==> config.mk <==
export PLATFORM = sky130hd
export DESIGN_NAME = lse_load_shed_element
export DESIGN_NICKNAME = d
export VERILOG_FILES = /design/src/rtl/lse_pkg.sv /design/src/rtl/lse_load_shed_element.sv
export SDC_FILE = /design/constraint.sdc
export NUM_CORES = 1
export LEC_CHECK = 0
export ABC_CLOCK_PERIOD_IN_PS = 5000
export BUFFER_PORTS_ARGS = -buffer_cell sky130_fd_sc_hd__clkbuf_2
export CELL_PAD_IN_SITES_DETAIL_PLACEMENT = 1
export CELL_PAD_IN_SITES_GLOBAL_PLACEMENT = 2
export CORE_MARGIN = 2
export CORE_UTILIZATION = 35
export CTS_CLUSTER_SIZE = 8
export DETAILED_ROUTE_END_ITERATION = 12
export GPL_TIMING_DRIVEN = 1
export PLACE_DENSITY_LB_ADDON = 0.1
export SETUP_SLACK_MARGIN = 0.15
export SLEW_MARGIN = 0
export SYNTH_ARGS = -nofsm -noshare
export SYNTH_HDL_FRONTEND = slang
export SYNTH_SLANG_ARGS = --single-unit
==> constraint.sdc <==
create_clock -name clk_sys -period 5 [get_ports clk_sys]
set_clock_uncertainty 0.05 [all_clocks]
set_input_delay 1 -clock clk_sys [delete_from_list [all_inputs] [get_ports clk_sys]]
set_output_delay 1 -clock clk_sys [all_outputs]
set_load 0.005 [all_outputs]
==> src/rtl/lse_pkg.sv <==
// constants of the mechanical load shedding element: register map, fields, resets, timing
// assumes a single 25 MHz system clock and an APB register port
`default_nettype none
package lse_pkg;
	// clock and evaluation tick
	localparam int CLK_HZ = 25_000_000;
	localparam int TICK_MS = 100;
	localparam int TICK_CYCLES = (CLK_HZ / 1000) * TICK_MS;
	// widths
	localparam int ADDR_W = 8;
	localparam int CUR_W = 16;
	localparam int THR_W = 8;
	localparam int DLY_W = 6;
	localparam int EV_W = 4;
	// register byte offsets
	localparam logic [ADDR_W-1:0] OFS_CTRL = 8'h00;
	localparam logic [ADDR_W-1:0] OFS_PICKUP = 8'h04;
	localparam logic [ADDR_W-1:0] OFS_DROPOUT = 8'h08;
	localparam logic [ADDR_W-1:0] OFS_T_PICKUP = 8'h0c;
	localparam logic [ADDR_W-1:0] OFS_T_DROP = 8'h10;
	localparam logic [ADDR_W-1:0] OFS_STATUS = 8'h14;
	localparam logic [ADDR_W-1:0] OFS_IRQ_STAT = 8'h18;
	localparam logic [ADDR_W-1:0] OFS_IRQ_MASK = 8'h1c;
	// control fields
	localparam int CTRL_FUNC = 0;
	localparam int CTRL_ALLOW = 1;
	localparam int CTRL_ASG_A = 2;
	localparam int CTRL_ASG_B = 3;
	// status fields
	localparam int ST_ACTIVE = 0;
	localparam int ST_BLOCK = 1;
	localparam int ST_ALARM = 2;
	localparam int ST_TRIP = 3;
	localparam int ST_IN_A = 4;
	localparam int ST_IN_B = 5;
	localparam int ST_RUN = 6;
	// interrupt event fields
	localparam int EV_SHED_ON = 0;
	localparam int EV_SHED_OFF = 1;
	localparam int EV_BLOCK = 2;
	localparam int EV_ALARM = 3;
	// thresholds in hundredths of full-load base current
	localparam logic [THR_W-1:0] THR_MIN = 8'h32;
	localparam logic [THR_W-1:0] THR_MAX = 8'h96;
	localparam logic [THR_W-1:0] PK_THR_RST = 8'h5a;
	localparam logic [THR_W-1:0] DP_THR_RST = 8'h32;
	// delays in ticks of tenths of a second
	localparam logic [DLY_W-1:0] DLY_MAX = 6'h32;
	localparam logic [DLY_W-1:0] DLY_RST = 6'h0a;
	localparam logic [DLY_W-1:0] CNT_SAT = 6'h3f;
endpackage : lse_pkg
`default_nettype wire

==> src/rtl/lse_load_shed_element.sv <==
// load shedding element: threshold compare, pickup and dropout timers, blocking, APB registers
// assumes load_current and motor_running come from logic on clk_sys; block inputs are pins
// Function
// - shed output asserts after current stays above pickup beyond pickup delay
// - after current falls below dropout, shed holds until dropout delay elapses
// - thresholds and timers act only while motor runs; otherwise shed, trip and alarm inactive
// - pickup threshold is a multiple of base current, 0.50 to 1.50, reset 0.90
// - dropout threshold is a multiple of base current, 0.50 to 1.50, reset 0.50
// - function setting enables the element; default off, off means no active, alarm or trip indication, though the blocked flag still follows
// - either of two external block inputs blocks the element when blocking allowed
// - blocking allow defaults off and works only on an assigned block input
// - states of both external block inputs are readable as input status
`timescale 1ns/1ps
`default_nettype none
module lse_load_shed_element
	import lse_pkg::*;
#(
	parameter int TICK_LEN = TICK_CYCLES
) (
	input wire logic clk_sys,
	input wire logic rst,
	input wire logic psel,
	input wire logic penable,
	input wire logic pwrite,
	input wire logic [ADDR_W-1:0] paddr,
	input wire logic [31:0] pwdata,
	output logic [31:0] prdata,
	output logic pready,
	output logic pslverr,
	input wire logic [CUR_W-1:0] load_current,
	input wire logic motor_running,
	input wire logic ext_block_in_a,
	input wire logic ext_block_in_b,
	output logic shed_contact,
	output logic active_o,
	output logic ext_blocked_flag,
	output logic alarm_o,
	output logic trip_o,
	output logic ext_block_st_a,
	output logic ext_block_st_b,
	output logic irq
);

	////////////////////////////////////////////////////////////////////////////////
	// state

	typedef struct packed {
		logic [2:0] sync_a;
		logic [2:0] sync_b;
		logic in_a;
		logic in_b;
		logic func_en;
		logic allow;
		logic asg_a;
		logic asg_b;
		logic [THR_W-1:0] pk_thr;
		logic [THR_W-1:0] dp_thr;
		logic [DLY_W-1:0] t_pk;
		logic [DLY_W-1:0] t_dp;
		logic [31:0] div;
		logic [DLY_W-1:0] pk_cnt;
		logic [DLY_W-1:0] dp_cnt;
		logic shed;
		logic alarm;
		logic blocked;
		logic active;
		logic [EV_W-1:0] irq_st;
		logic [EV_W-1:0] irq_msk;
		logic irq;
		logic [31:0] prdata;
		logic [31:0] above_len;
		logic [31:0] below_len;
	} lse_state_t;

	lse_state_t st_r;
	lse_state_t st_nxt;
	logic setup_c;
	logic access_c;
	logic mapped_c;
	logic tick_c;
	logic run_ok_c;
	logic above_pk_c;
	logic below_dp_c;
	logic pk_done_c;
	logic dp_done_c;
	logic block_c;
	logic [EV_W-1:0] ev_c;
	logic [EV_W-1:0] clr_c;

	// limit a written threshold to its settable range
	function automatic logic [THR_W-1:0] lse_clamp_thr(input logic [31:0] v);
		logic [THR_W-1:0] r;
		r = THR_MIN;
		if (v > 32'(THR_MAX)) begin
			r = THR_MAX;
		end else if (v > 32'(THR_MIN)) begin
			r = v[THR_W-1:0];
		end
		return r;
	endfunction : lse_clamp_thr

	// limit a written delay to its settable range
	function automatic logic [DLY_W-1:0] lse_clamp_dly(input logic [31:0] v);
		logic [DLY_W-1:0] r;
		r = DLY_MAX;
		if (v < 32'(DLY_MAX)) begin
			r = v[DLY_W-1:0];
		end
		return r;
	endfunction : lse_clamp_dly

	////////////////////////////////////////////////////////////////////////////////
	// decode and compare terms

	// apb phases and address map
	assign setup_c = psel && !penable;
	assign access_c = psel && penable;
	assign mapped_c = (paddr == OFS_CTRL) || (paddr == OFS_PICKUP) || (paddr == OFS_DROPOUT) ||
		(paddr == OFS_T_PICKUP) || (paddr == OFS_T_DROP) || (paddr == OFS_STATUS) ||
		(paddr == OFS_IRQ_STAT) || (paddr == OFS_IRQ_MASK);
	assign tick_c = (st_r.div == 32'(TICK_LEN - 1));
	// an unassigned input never blocks, and blocking needs the allow setting
	assign block_c = st_r.allow && ((st_r.asg_a && st_r.in_a) || (st_r.asg_b && st_r.in_b));
	assign run_ok_c = st_r.func_en && motor_running && !block_c;
	assign above_pk_c = load_current > CUR_W'(st_r.pk_thr);
	assign below_dp_c = load_current < CUR_W'(st_r.dp_thr);
	// a zero delay acts at once; otherwise one tick more than the delay must pass, because the
	// free-running tick can fall right after the threshold is crossed
	assign pk_done_c = above_pk_c && (st_r.t_pk == '0 || st_r.pk_cnt > st_r.t_pk);
	assign dp_done_c = below_dp_c && (st_r.t_dp == '0 || st_r.dp_cnt > st_r.t_dp);

	////////////////////////////////////////////////////////////////////////////////
	// next state

	// one pass builds the whole next state
	always_comb begin
		st_nxt = st_r;
		ev_c = '0;
		clr_c = '0;
		// block pins: three flops, change taken once second and third agree
		st_nxt.sync_a = {st_r.sync_a[1:0], ext_block_in_a};
		st_nxt.sync_b = {st_r.sync_b[1:0], ext_block_in_b};
		if (st_r.sync_a[1] == st_r.sync_a[2]) begin
			st_nxt.in_a = st_r.sync_a[2];
		end
		if (st_r.sync_b[1] == st_r.sync_b[2]) begin
			st_nxt.in_b = st_r.sync_b[2];
		end
		// evaluation tick divider
		st_nxt.div = tick_c ? '0 : st_r.div + 32'h0000_0001;
		st_nxt.blocked = block_c;
		st_nxt.active = st_r.func_en;
		if (!run_ok_c) begin
			// off, stopped or blocked: shed, alarm and timers cleared
			st_nxt.shed = 1'b0;
			st_nxt.alarm = 1'b0;
			st_nxt.pk_cnt = '0;
			st_nxt.dp_cnt = '0;
		end else begin
			st_nxt.alarm = above_pk_c;
			if (!st_r.shed) begin
				st_nxt.dp_cnt = '0;
				if (!above_pk_c) begin
					st_nxt.pk_cnt = '0;
				end else if (pk_done_c) begin
					st_nxt.shed = 1'b1;
					st_nxt.pk_cnt = '0;
				end else if (tick_c && st_r.pk_cnt != CNT_SAT) begin
					st_nxt.pk_cnt = st_r.pk_cnt + 6'h01;
				end
			end else begin
				st_nxt.pk_cnt = '0;
				if (!below_dp_c) begin
					st_nxt.dp_cnt = '0;
				end else if (dp_done_c) begin
					st_nxt.shed = 1'b0;
					st_nxt.dp_cnt = '0;
				end else if (tick_c && st_r.dp_cnt != CNT_SAT) begin
					st_nxt.dp_cnt = st_r.dp_cnt + 6'h01;
				end
			end
		end
		// apb read data captured in the setup cycle
		if (setup_c && !pwrite) begin
			case (paddr)
				OFS_CTRL: st_nxt.prdata = {28'h000_0000, st_r.asg_b, st_r.asg_a, st_r.allow,
					st_r.func_en};
				OFS_PICKUP: st_nxt.prdata = {24'h00_0000, st_r.pk_thr};
				OFS_DROPOUT: st_nxt.prdata = {24'h00_0000, st_r.dp_thr};
				OFS_T_PICKUP: st_nxt.prdata = {26'h000_0000, st_r.t_pk};
				OFS_T_DROP: st_nxt.prdata = {26'h000_0000, st_r.t_dp};
				OFS_STATUS: st_nxt.prdata = {25'h000_0000, motor_running, st_r.in_b, st_r.in_a,
					st_r.shed, st_r.alarm, st_r.blocked, st_r.active};
				OFS_IRQ_STAT: st_nxt.prdata = {28'h000_0000, st_r.irq_st};
				OFS_IRQ_MASK: st_nxt.prdata = {28'h000_0000, st_r.irq_msk};
				default: st_nxt.prdata = '0;
			endcase
		end
		// apb writes and read-clear take effect in the access cycle
		if (access_c && pwrite) begin
			case (paddr)
				OFS_CTRL: begin
					st_nxt.func_en = pwdata[CTRL_FUNC];
					st_nxt.allow = pwdata[CTRL_ALLOW];
					st_nxt.asg_a = pwdata[CTRL_ASG_A];
					st_nxt.asg_b = pwdata[CTRL_ASG_B];
				end
				OFS_PICKUP: st_nxt.pk_thr = lse_clamp_thr(pwdata);
				OFS_DROPOUT: st_nxt.dp_thr = lse_clamp_thr(pwdata);
				OFS_T_PICKUP: st_nxt.t_pk = lse_clamp_dly(pwdata);
				OFS_T_DROP: st_nxt.t_dp = lse_clamp_dly(pwdata);
				OFS_IRQ_MASK: st_nxt.irq_msk = pwdata[EV_W-1:0];
				default: st_nxt.irq_msk = st_r.irq_msk;
			endcase
		end
		if (access_c && !pwrite && paddr == OFS_IRQ_STAT) begin
			clr_c = st_r.irq_st;
		end
		// run lengths above pickup and below dropout, watched by the delay assertions
		if (!(run_ok_c && !st_r.shed && above_pk_c)) begin
			st_nxt.above_len = '0;
		end else if (st_r.above_len != 32'hffff_ffff) begin
			st_nxt.above_len = st_r.above_len + 32'h0000_0001;
		end
		if (!(run_ok_c && st_r.shed && below_dp_c)) begin
			st_nxt.below_len = '0;
		end else if (st_r.below_len != 32'hffff_ffff) begin
			st_nxt.below_len = st_r.below_len + 32'h0000_0001;
		end
		// sticky events, a new event wins over a clear in the same cycle
		ev_c[EV_SHED_ON] = st_nxt.shed && !st_r.shed;
		ev_c[EV_SHED_OFF] = !st_nxt.shed && st_r.shed;
		ev_c[EV_BLOCK] = st_nxt.blocked && !st_r.blocked;
		ev_c[EV_ALARM] = st_nxt.alarm && !st_r.alarm;
		st_nxt.irq_st = (st_r.irq_st & ~clr_c) | ev_c;
		st_nxt.irq = |(st_nxt.irq_st & st_nxt.irq_msk);
	end

	////////////////////////////////////////////////////////////////////////////////
	// state register

	// reset loads constants only
	always_ff @(posedge clk_sys or posedge rst) begin
		if (rst) begin
			st_r <= '0;
			st_r.pk_thr <= PK_THR_RST;
			st_r.dp_thr <= DP_THR_RST;
			st_r.t_pk <= DLY_RST;
			st_r.t_dp <= DLY_RST;
		end else begin
			st_r <= st_nxt;
		end
	end

	////////////////////////////////////////////////////////////////////////////////
	// outputs

	// all from the state register except the apb handshake
	assign prdata = st_r.prdata;
	assign pready = 1'b1;
	assign pslverr = access_c && !mapped_c;
	assign shed_contact = st_r.shed;
	assign trip_o = st_r.shed;
	assign alarm_o = st_r.alarm;
	assign active_o = st_r.active;
	assign ext_blocked_flag = st_r.blocked;
	assign ext_block_st_a = st_r.in_a;
	assign ext_block_st_b = st_r.in_b;
	assign irq = st_r.irq;
endmodule : lse_load_shed_element
`default_nettype wire

==> results of run 1 <==
-- stage by stage --
stage               power (W)  area [sq um]  utilization, %
detailed placement   0.001020          6435           38.67
floorplan           0.0009699          6061               -
global placement     0.001016          6435           38.67
global route         0.001803          6724           40.40
CTS                  0.001755          6724           40.40
finish               0.001726          6724           40.40
-- cell usage in the layout (no fill, tap or decap), drive strengths merged, types with 18 or more instances in the layout --
cell     n
ha      30
dfrtp   94
clkbuf  91
a21oi   18
nand3   23
o21ai   34
inv     44
conb    25
nand2   67
xnor2   24
nor2    37
-- cell families after synthesis --
kind of cell | share of synthesized area, %
AND/OR/NAND/NOR | 19.94
flip-flops | 44.21
AO/OA/AOI/OAI | 11.94
buffers and inverters | 8.188
XOR/XNOR | 5.131
adder cells (fa/ha/maj) | 6.618
multiplexers | 3.853
other | 0.1257
-- final cells by class --
class                      count  area share, %
inverter                      44          2.493
clock buffer                  11          3.461
sequential                   105          39.28
timing repair buffer          82          6.178
tap                          220          4.094
multi-input combinational    440          43.65
clock inverter                 5         0.8374
-- critical path, cell delays in order --
cell and delay [ps]:
clkbuf_2 90, or3_1 490, or3_1 470, and3_1 230
clkbuf_2 110
-- worst max-delay path by stage --
stage	start	end	slack (ps)
after floorplan	rst	active_o$_DFF_PP0_	1210
after global placement	paddr[4]	irq$_DFF_PP0_	1450
after detailed placement	paddr[4]	irq$_DFF_PP0_	1430
after CTS	paddr[5]	pslverr	1570
after global routing	paddr[5]	pslverr	1490
final	paddr[5]	pslverr	1570
-- per-layer routing --
metal | vias up | track usage [%] | share of wire [%] | wire [microns]
li1 | 2267 | - | - | -
met1 | 2375 | 27.14 | 48 | 8022
met2 | 103 | 31.61 | 47 | 7880
met3 | 14 | 4.092 | 4.6 | 773
met4 | 0 | 4.386 | 0.95 | 160
met5 | - | 0 | 0 | 0
-- power groups by stage --
| stage | registers [W] | logic, W | clock network (W) |
|---|---|---|---|
| after floorplan | 0.000887 | 0.0000829 | 0 |
| after global routing | 0.000879 | 0.000143 | 0.000782 |
| after global placement | 0.000894 | 0.000122 | 0 |
| final | 0.000878 | 0.000125 | 0.000723 |
| after detailed placement | 0.000894 | 0.000126 | 0 |
| after CTS | 0.000878 | 0.000127 | 0.000750 |
==> flow_summary.ini, run 1 <==
[cts]
cts_resized = 0
cts_hold_repair.buffers = 0
clockBufferDepth = 2
postCtsSetupBuffers = 0
cts.clk_slew.worst_paths_ps = 70
cts_buffers = 9
cts_tree = built
clk_latency_ps = 360
cts_sinks = 105
cts_root_buffer = clkbuf_16
htreeDepth = 3

[timing]
final-setup-viol-count = 0
finalHoldViolCount = 0
maxSlewHeadroom_pct = 36.18
fin_crit_ps = 3430
slew_viol_final = 0
rsz0062_at_grt = false
tightest_slew_ps = 957.2
fmax_mhz = 291.6
period_share_pct = 68.59
setup_ws_ps = 1570
hold_slack_ps = 305.2
fin_tns_setup_ps = 0

[floorplan]
die_h_microns = 134.7
die_x_microns = 134.7
start_util_pct = 35.90
core-area_sq_um = 16640
io_pins = 106
die_area_sq_um = 18130
rows = 47

[critical_path]
endpoint_kind = primary output
r2r_end = st_r[120]$_DFFE_PP0P_
ff2ff_path_depth = 6
worstPathRequired_ps = 3950
start_kind = input port
arrival_ps = 2380
cp_max_fo = 7
r2r-start = st_r[146]$_DFF_PP0_
r2r_slack_ps = 2440
critical_path_class = input port to primary output

[synthesis]
yosys-top-cells-count = dfrtp_1, nand2_1, inv_1
synth_area_leader_cell = dfrtp_1
avgSynthCellArea_sq_um = 9.715
synth_edf_count = 0
ys_ff_latch = 105
yosys_most_used_dff = dfrtp_1
ys_warn_count = 0
synth.most_common_cell = dfrtp_1
seq_area_frac_synth_pct = 44.21
synth_area_leaders = dfrtp_1, ha_1, dfstp_2
yosys.cell_types.count = 67
synth-async-reset-ratio_pct = 100.0
synth_top_cell_area_share_pct = 39.37
syn_inst = 615
netlist_area_sq_um = 5974

[route]
vias = 4759
wl_microns = 16840
drtPass1Iterations = 6
drc = 0
first_iter_violations = 187
viasPerCell = 5.247
wl_per_cell_microns = 18.56
ant_nets = 0

[layout]
nNetsFinal = 776
fin_cells = 907
fillers = 1946
largest_reg_flops = 85
multi_input_area_sq_um = 2935
layout-drive-gt1-share_pct = 19.94
regArea_sq_um = 2641
area_delta_synth_final_pct = 12.54
top_register = st_r
antenna_cells = 0

[placed_design]
dp_hpwl_microns = 13220
gp_congestion = 0.8048
dp_slack_ps = 1433
port_buffers = 80
placed_cells = 891

[hold_path]
hp-class = flop to flop
hold_path_depth = 0
whs_endpoint = st_nxt[192]$_DFF_PP0_
hp-start = st_nxt[191]$_DFF_PP0_

[power]
switching_share_pct = 24.66
p_leak_nw = 3.083
p_switching_w = 0.0004255
ir_drop_mv = 0.1629
pwr-share-seq_pct = 50.9
clkPwrFrac_pct = 41.9
power.internal_w = 0.001300
combPwrFrac_pct = 7.2
pwr_density_cell_nw_per_um2 = 256.6

[outcome]
outcome = finished clean

[grt]
grt_max_degree = 75
antenna_found_initial = 0
grt_usage_pct = 19.58
grt_pass1_vias = 5081
grt-ovfl-total = 0
grt_pass1_wl_microns = 27440

[job]
maxCapViolations = 0
(Power assumes the default switching activity.)
==> run 2: changes to the inputs <==
--- a/config.mk
+++ b/config.mk
@@ -5,12 +5,13 @@
 export SDC_FILE = /design/constraint.sdc
 export NUM_CORES = 1
 export LEC_CHECK = 0
-export ABC_CLOCK_PERIOD_IN_PS = 5000
+export ABC_AREA = 1
+export ABC_CLOCK_PERIOD_IN_PS = 3330
 export BUFFER_PORTS_ARGS = -buffer_cell sky130_fd_sc_hd__clkbuf_2
 export CELL_PAD_IN_SITES_DETAIL_PLACEMENT = 1
 export CELL_PAD_IN_SITES_GLOBAL_PLACEMENT = 2
 export CORE_MARGIN = 2
-export CORE_UTILIZATION = 35
+export CORE_UTILIZATION = 33
 export CTS_CLUSTER_SIZE = 8
 export DETAILED_ROUTE_END_ITERATION = 12
 export GPL_TIMING_DRIVEN = 1
==> constraint.sdc (replaced) <==
create_clock -name clk_sys -period 3.33 [get_ports clk_sys]
set_clock_uncertainty 0.05 [all_clocks]
set_input_delay 0.666 -clock clk_sys [delete_from_list [all_inputs] [get_ports clk_sys]]
set_output_delay 0.666 -clock clk_sys [all_outputs]
set_load 0.005 [all_outputs]
==> flow_summary.ini, run 2 <==
[route]
ant_nets = 0
vias = 5669
drc = 0
viasPerCell = 4.605
drtPass1Iterations = 4
wl_microns = 18830
first_iter_violations = 308
wl_per_cell_microns = 15.30

[synthesis]
seq_area_frac_synth_pct = 40.36
ys_ff_latch = 105
syn_inst = 882
yosys.cell_types.count = 43
yosys_most_used_dff = dfrtp_1
synth_area_leaders = dfrtp_1, nand2_1, inv_1
avgSynthCellArea_sq_um = 7.421
netlist_area_sq_um = 6545
synth.most_common_cell = nand2_1
yosys-top-cells-count = nand2_1, inv_1, dfrtp_1
synth_top_cell_area_share_pct = 35.94
synth_area_leader_cell = dfrtp_1
synth_edf_count = 0
ys_warn_count = 0
synth-async-reset-ratio_pct = 100.0

[layout]
largest_reg_flops = 85
area_delta_synth_final_pct = 13.34
antenna_cells = 0
fillers = 2485
top_register = st_r
fin_area_sq_um = 7418
final_cell_mix = nand2_1, inv_1, dfrtp_1, nor2_1, clkbuf_2
fin_util_pct = 38.12
layout-drive-gt1-share_pct = 14.70
nNetsFinal = 1055
fin_cells = 1231
layout_commonest_cell = nand2_1

[cts]
cts_sinks = 105
clk_latency_ps = 360
cts_buffers = 9
clockBufferDepth = 2
cts_resized = 0
cts_tree = built
postCtsSetupBuffers = 0
cts.clk_slew.worst_paths_ps = 80
cts_root_buffer = clkbuf_16
cts_hold_repair.buffers = 0
htreeDepth = 3

[grt]
met3_usage_pct = 2.830
grt_pass1_wl_microns = 31240
busiest_layer = met2
grt_use_met2_pct = 29.25
grt_usage_pct = 19.32
grt-ovfl-total = 0
grt_pass1_vias = 5923
grt_max_degree = 60
grtUsageMet1_pct = 29.14
antenna_found_initial = 0

[critical_path]
cp_num_buf_inv = 2
start_kind = flop
arrival_ps = 2420
ff2ff_path_depth = 9
endpoint = st_r[112]$_DFFE_PP0P_
endpoint_kind = flop
crit_family = simple AND/OR/NAND/NOR gates
r2r-start = st_r[170]$_DFFE_PP1P_
critical_path_class = flop to flop
crit_start = st_r[170]$_DFFE_PP1P_
max_stage_delay_ps = 530
crit_path_cell_trace = inv_1 -> ha_1 -> a21oi_1 -> o21ai_0 -> nor2_1 -> nand4_1 -> inv_1 -> o21ai_0 -> nor2_1
slowest_stage = dfstp_2
path_depth = 9
r2r_slack_ps = 1150
r2r_end = st_r[112]$_DFFE_PP0P_
cp_max_fo = 4
worstPathRequired_ps = 3570

[floorplan]
die_h_microns = 144.8
io_pins = 106
die_x_microns = 144.8
rows = 51
start_util_pct = 33.63
die_area_sq_um = 20980
core-area_sq_um = 19460

[timing]
fin_tns_setup_ps = 0
finalHoldViolCount = 0
slew_viol_final = 0
final-setup-viol-count = 0
fmax_mhz = 458.2
fin_crit_ps = 2182
period_share_pct = 65.54
rsz0062_at_grt = false
tightest_slew_ps = 827.6
maxSlewHeadroom_pct = 44.83

[placed_design]
gp_congestion = 0.7999
dp_hpwl_microns = 15410
postPlaceCellArea_sq_um = 7121
placed_cells = 1215
port_buffers = 80

[power]
p_leak_nw = 3.851
pwr_density_cell_nw_per_um2 = 350.5
ir_drop_mv = 0.2596

[job]
maxCapViolations = 0

[outcome]
outcome = finished clean

[hold_path]
hp-class = input port to asynchronous set/reset pin
-- run 2: how the worst min path moves through the flow --
stage,startpoint,end,slack [ps],depth (start not counted)
global placement,st_nxt[191]$_DFF_PP0_,st_nxt[192]$_DFF_PP0_,280,0
floorplan,st_nxt[188]$_DFF_PP0_,st_nxt[189]$_DFF_PP0_,280,0
detailed placement,st_nxt[191]$_DFF_PP0_,st_nxt[192]$_DFF_PP0_,290,0
finish,rst,st_r[103]$_DFF_PP0_,120,2
CTS,rst,st_r[103]$_DFF_PP0_,110,2
global route,rst,st_r[103]$_DFF_PP0_,120,2
-- run 2: cell families after synthesis --
| group | synth area share, % |
|---|---|
| AND/OR/NAND/NOR | 30.43 |
| XOR/XNOR | 2.409 |
| other | 0.1147 |
| flip-flops | 40.36 |
| buffers and inverters | 13.13 |
| adder cells (fa/ha/maj) | 6.041 |
| AO/OA/AOI/OAI | 7.513 |
-- run 2: layout make-up --
| class | instances | area, sq um | share of cell area, % |
|---|---|---|---|
| inverter | 153 | 579.3 | 7.809 |
| clock buffer | 10 | 229.0 | 3.087 |
| multi-input combinational | 607 | 3131 | 42.20 |
| sequential | 105 | 2641 | 35.60 |
| clock inverter | 6 | 68.82 | 0.9276 |
| timing repair buffer | 85 | 437.9 | 5.903 |
| tap | 265 | 331.6 | 4.470 |
-- run 2: routing by layer --
| metal | vias up | part of all wire (%) | wire, microns |
|---|---|---|---|
| met1 | 2680 | 52 | 9861 |
| met5 | - | 0 | 0 |
| met2 | 90 | 43 | 8139 |
| li1 | 2886 | - | - |
| met3 | 13 | 3.2 | 608 |
| met4 | 0 | 1.2 | 219 |
-- run 2: report_power, final --
part	switching [W]	total (W)	internal (W)
clock	0.000526	0.00111	0.000589
sequential	0.0000130	0.00131	0.00130
combinational	0.000114	0.000176	0.0000617
total	0.000653	0.00260	0.00195
-- run 2: stage by stage --
| step | hold WS (ps) | setup WS (ps) | total power, W |
|---|---|---|---|
| global route | 117.2 | 971.2 | 0.002710 |
| finish | 120.2 | 1148 | 0.002600 |
| global placement | 284.8 | 924.9 | 0.001512 |
| CTS | 111.0 | 1141 | 0.002645 |
| floorplan | 281.2 | 1363 | 0.001446 |
| detailed placement | 287.3 | 905.1 | 0.001516 |
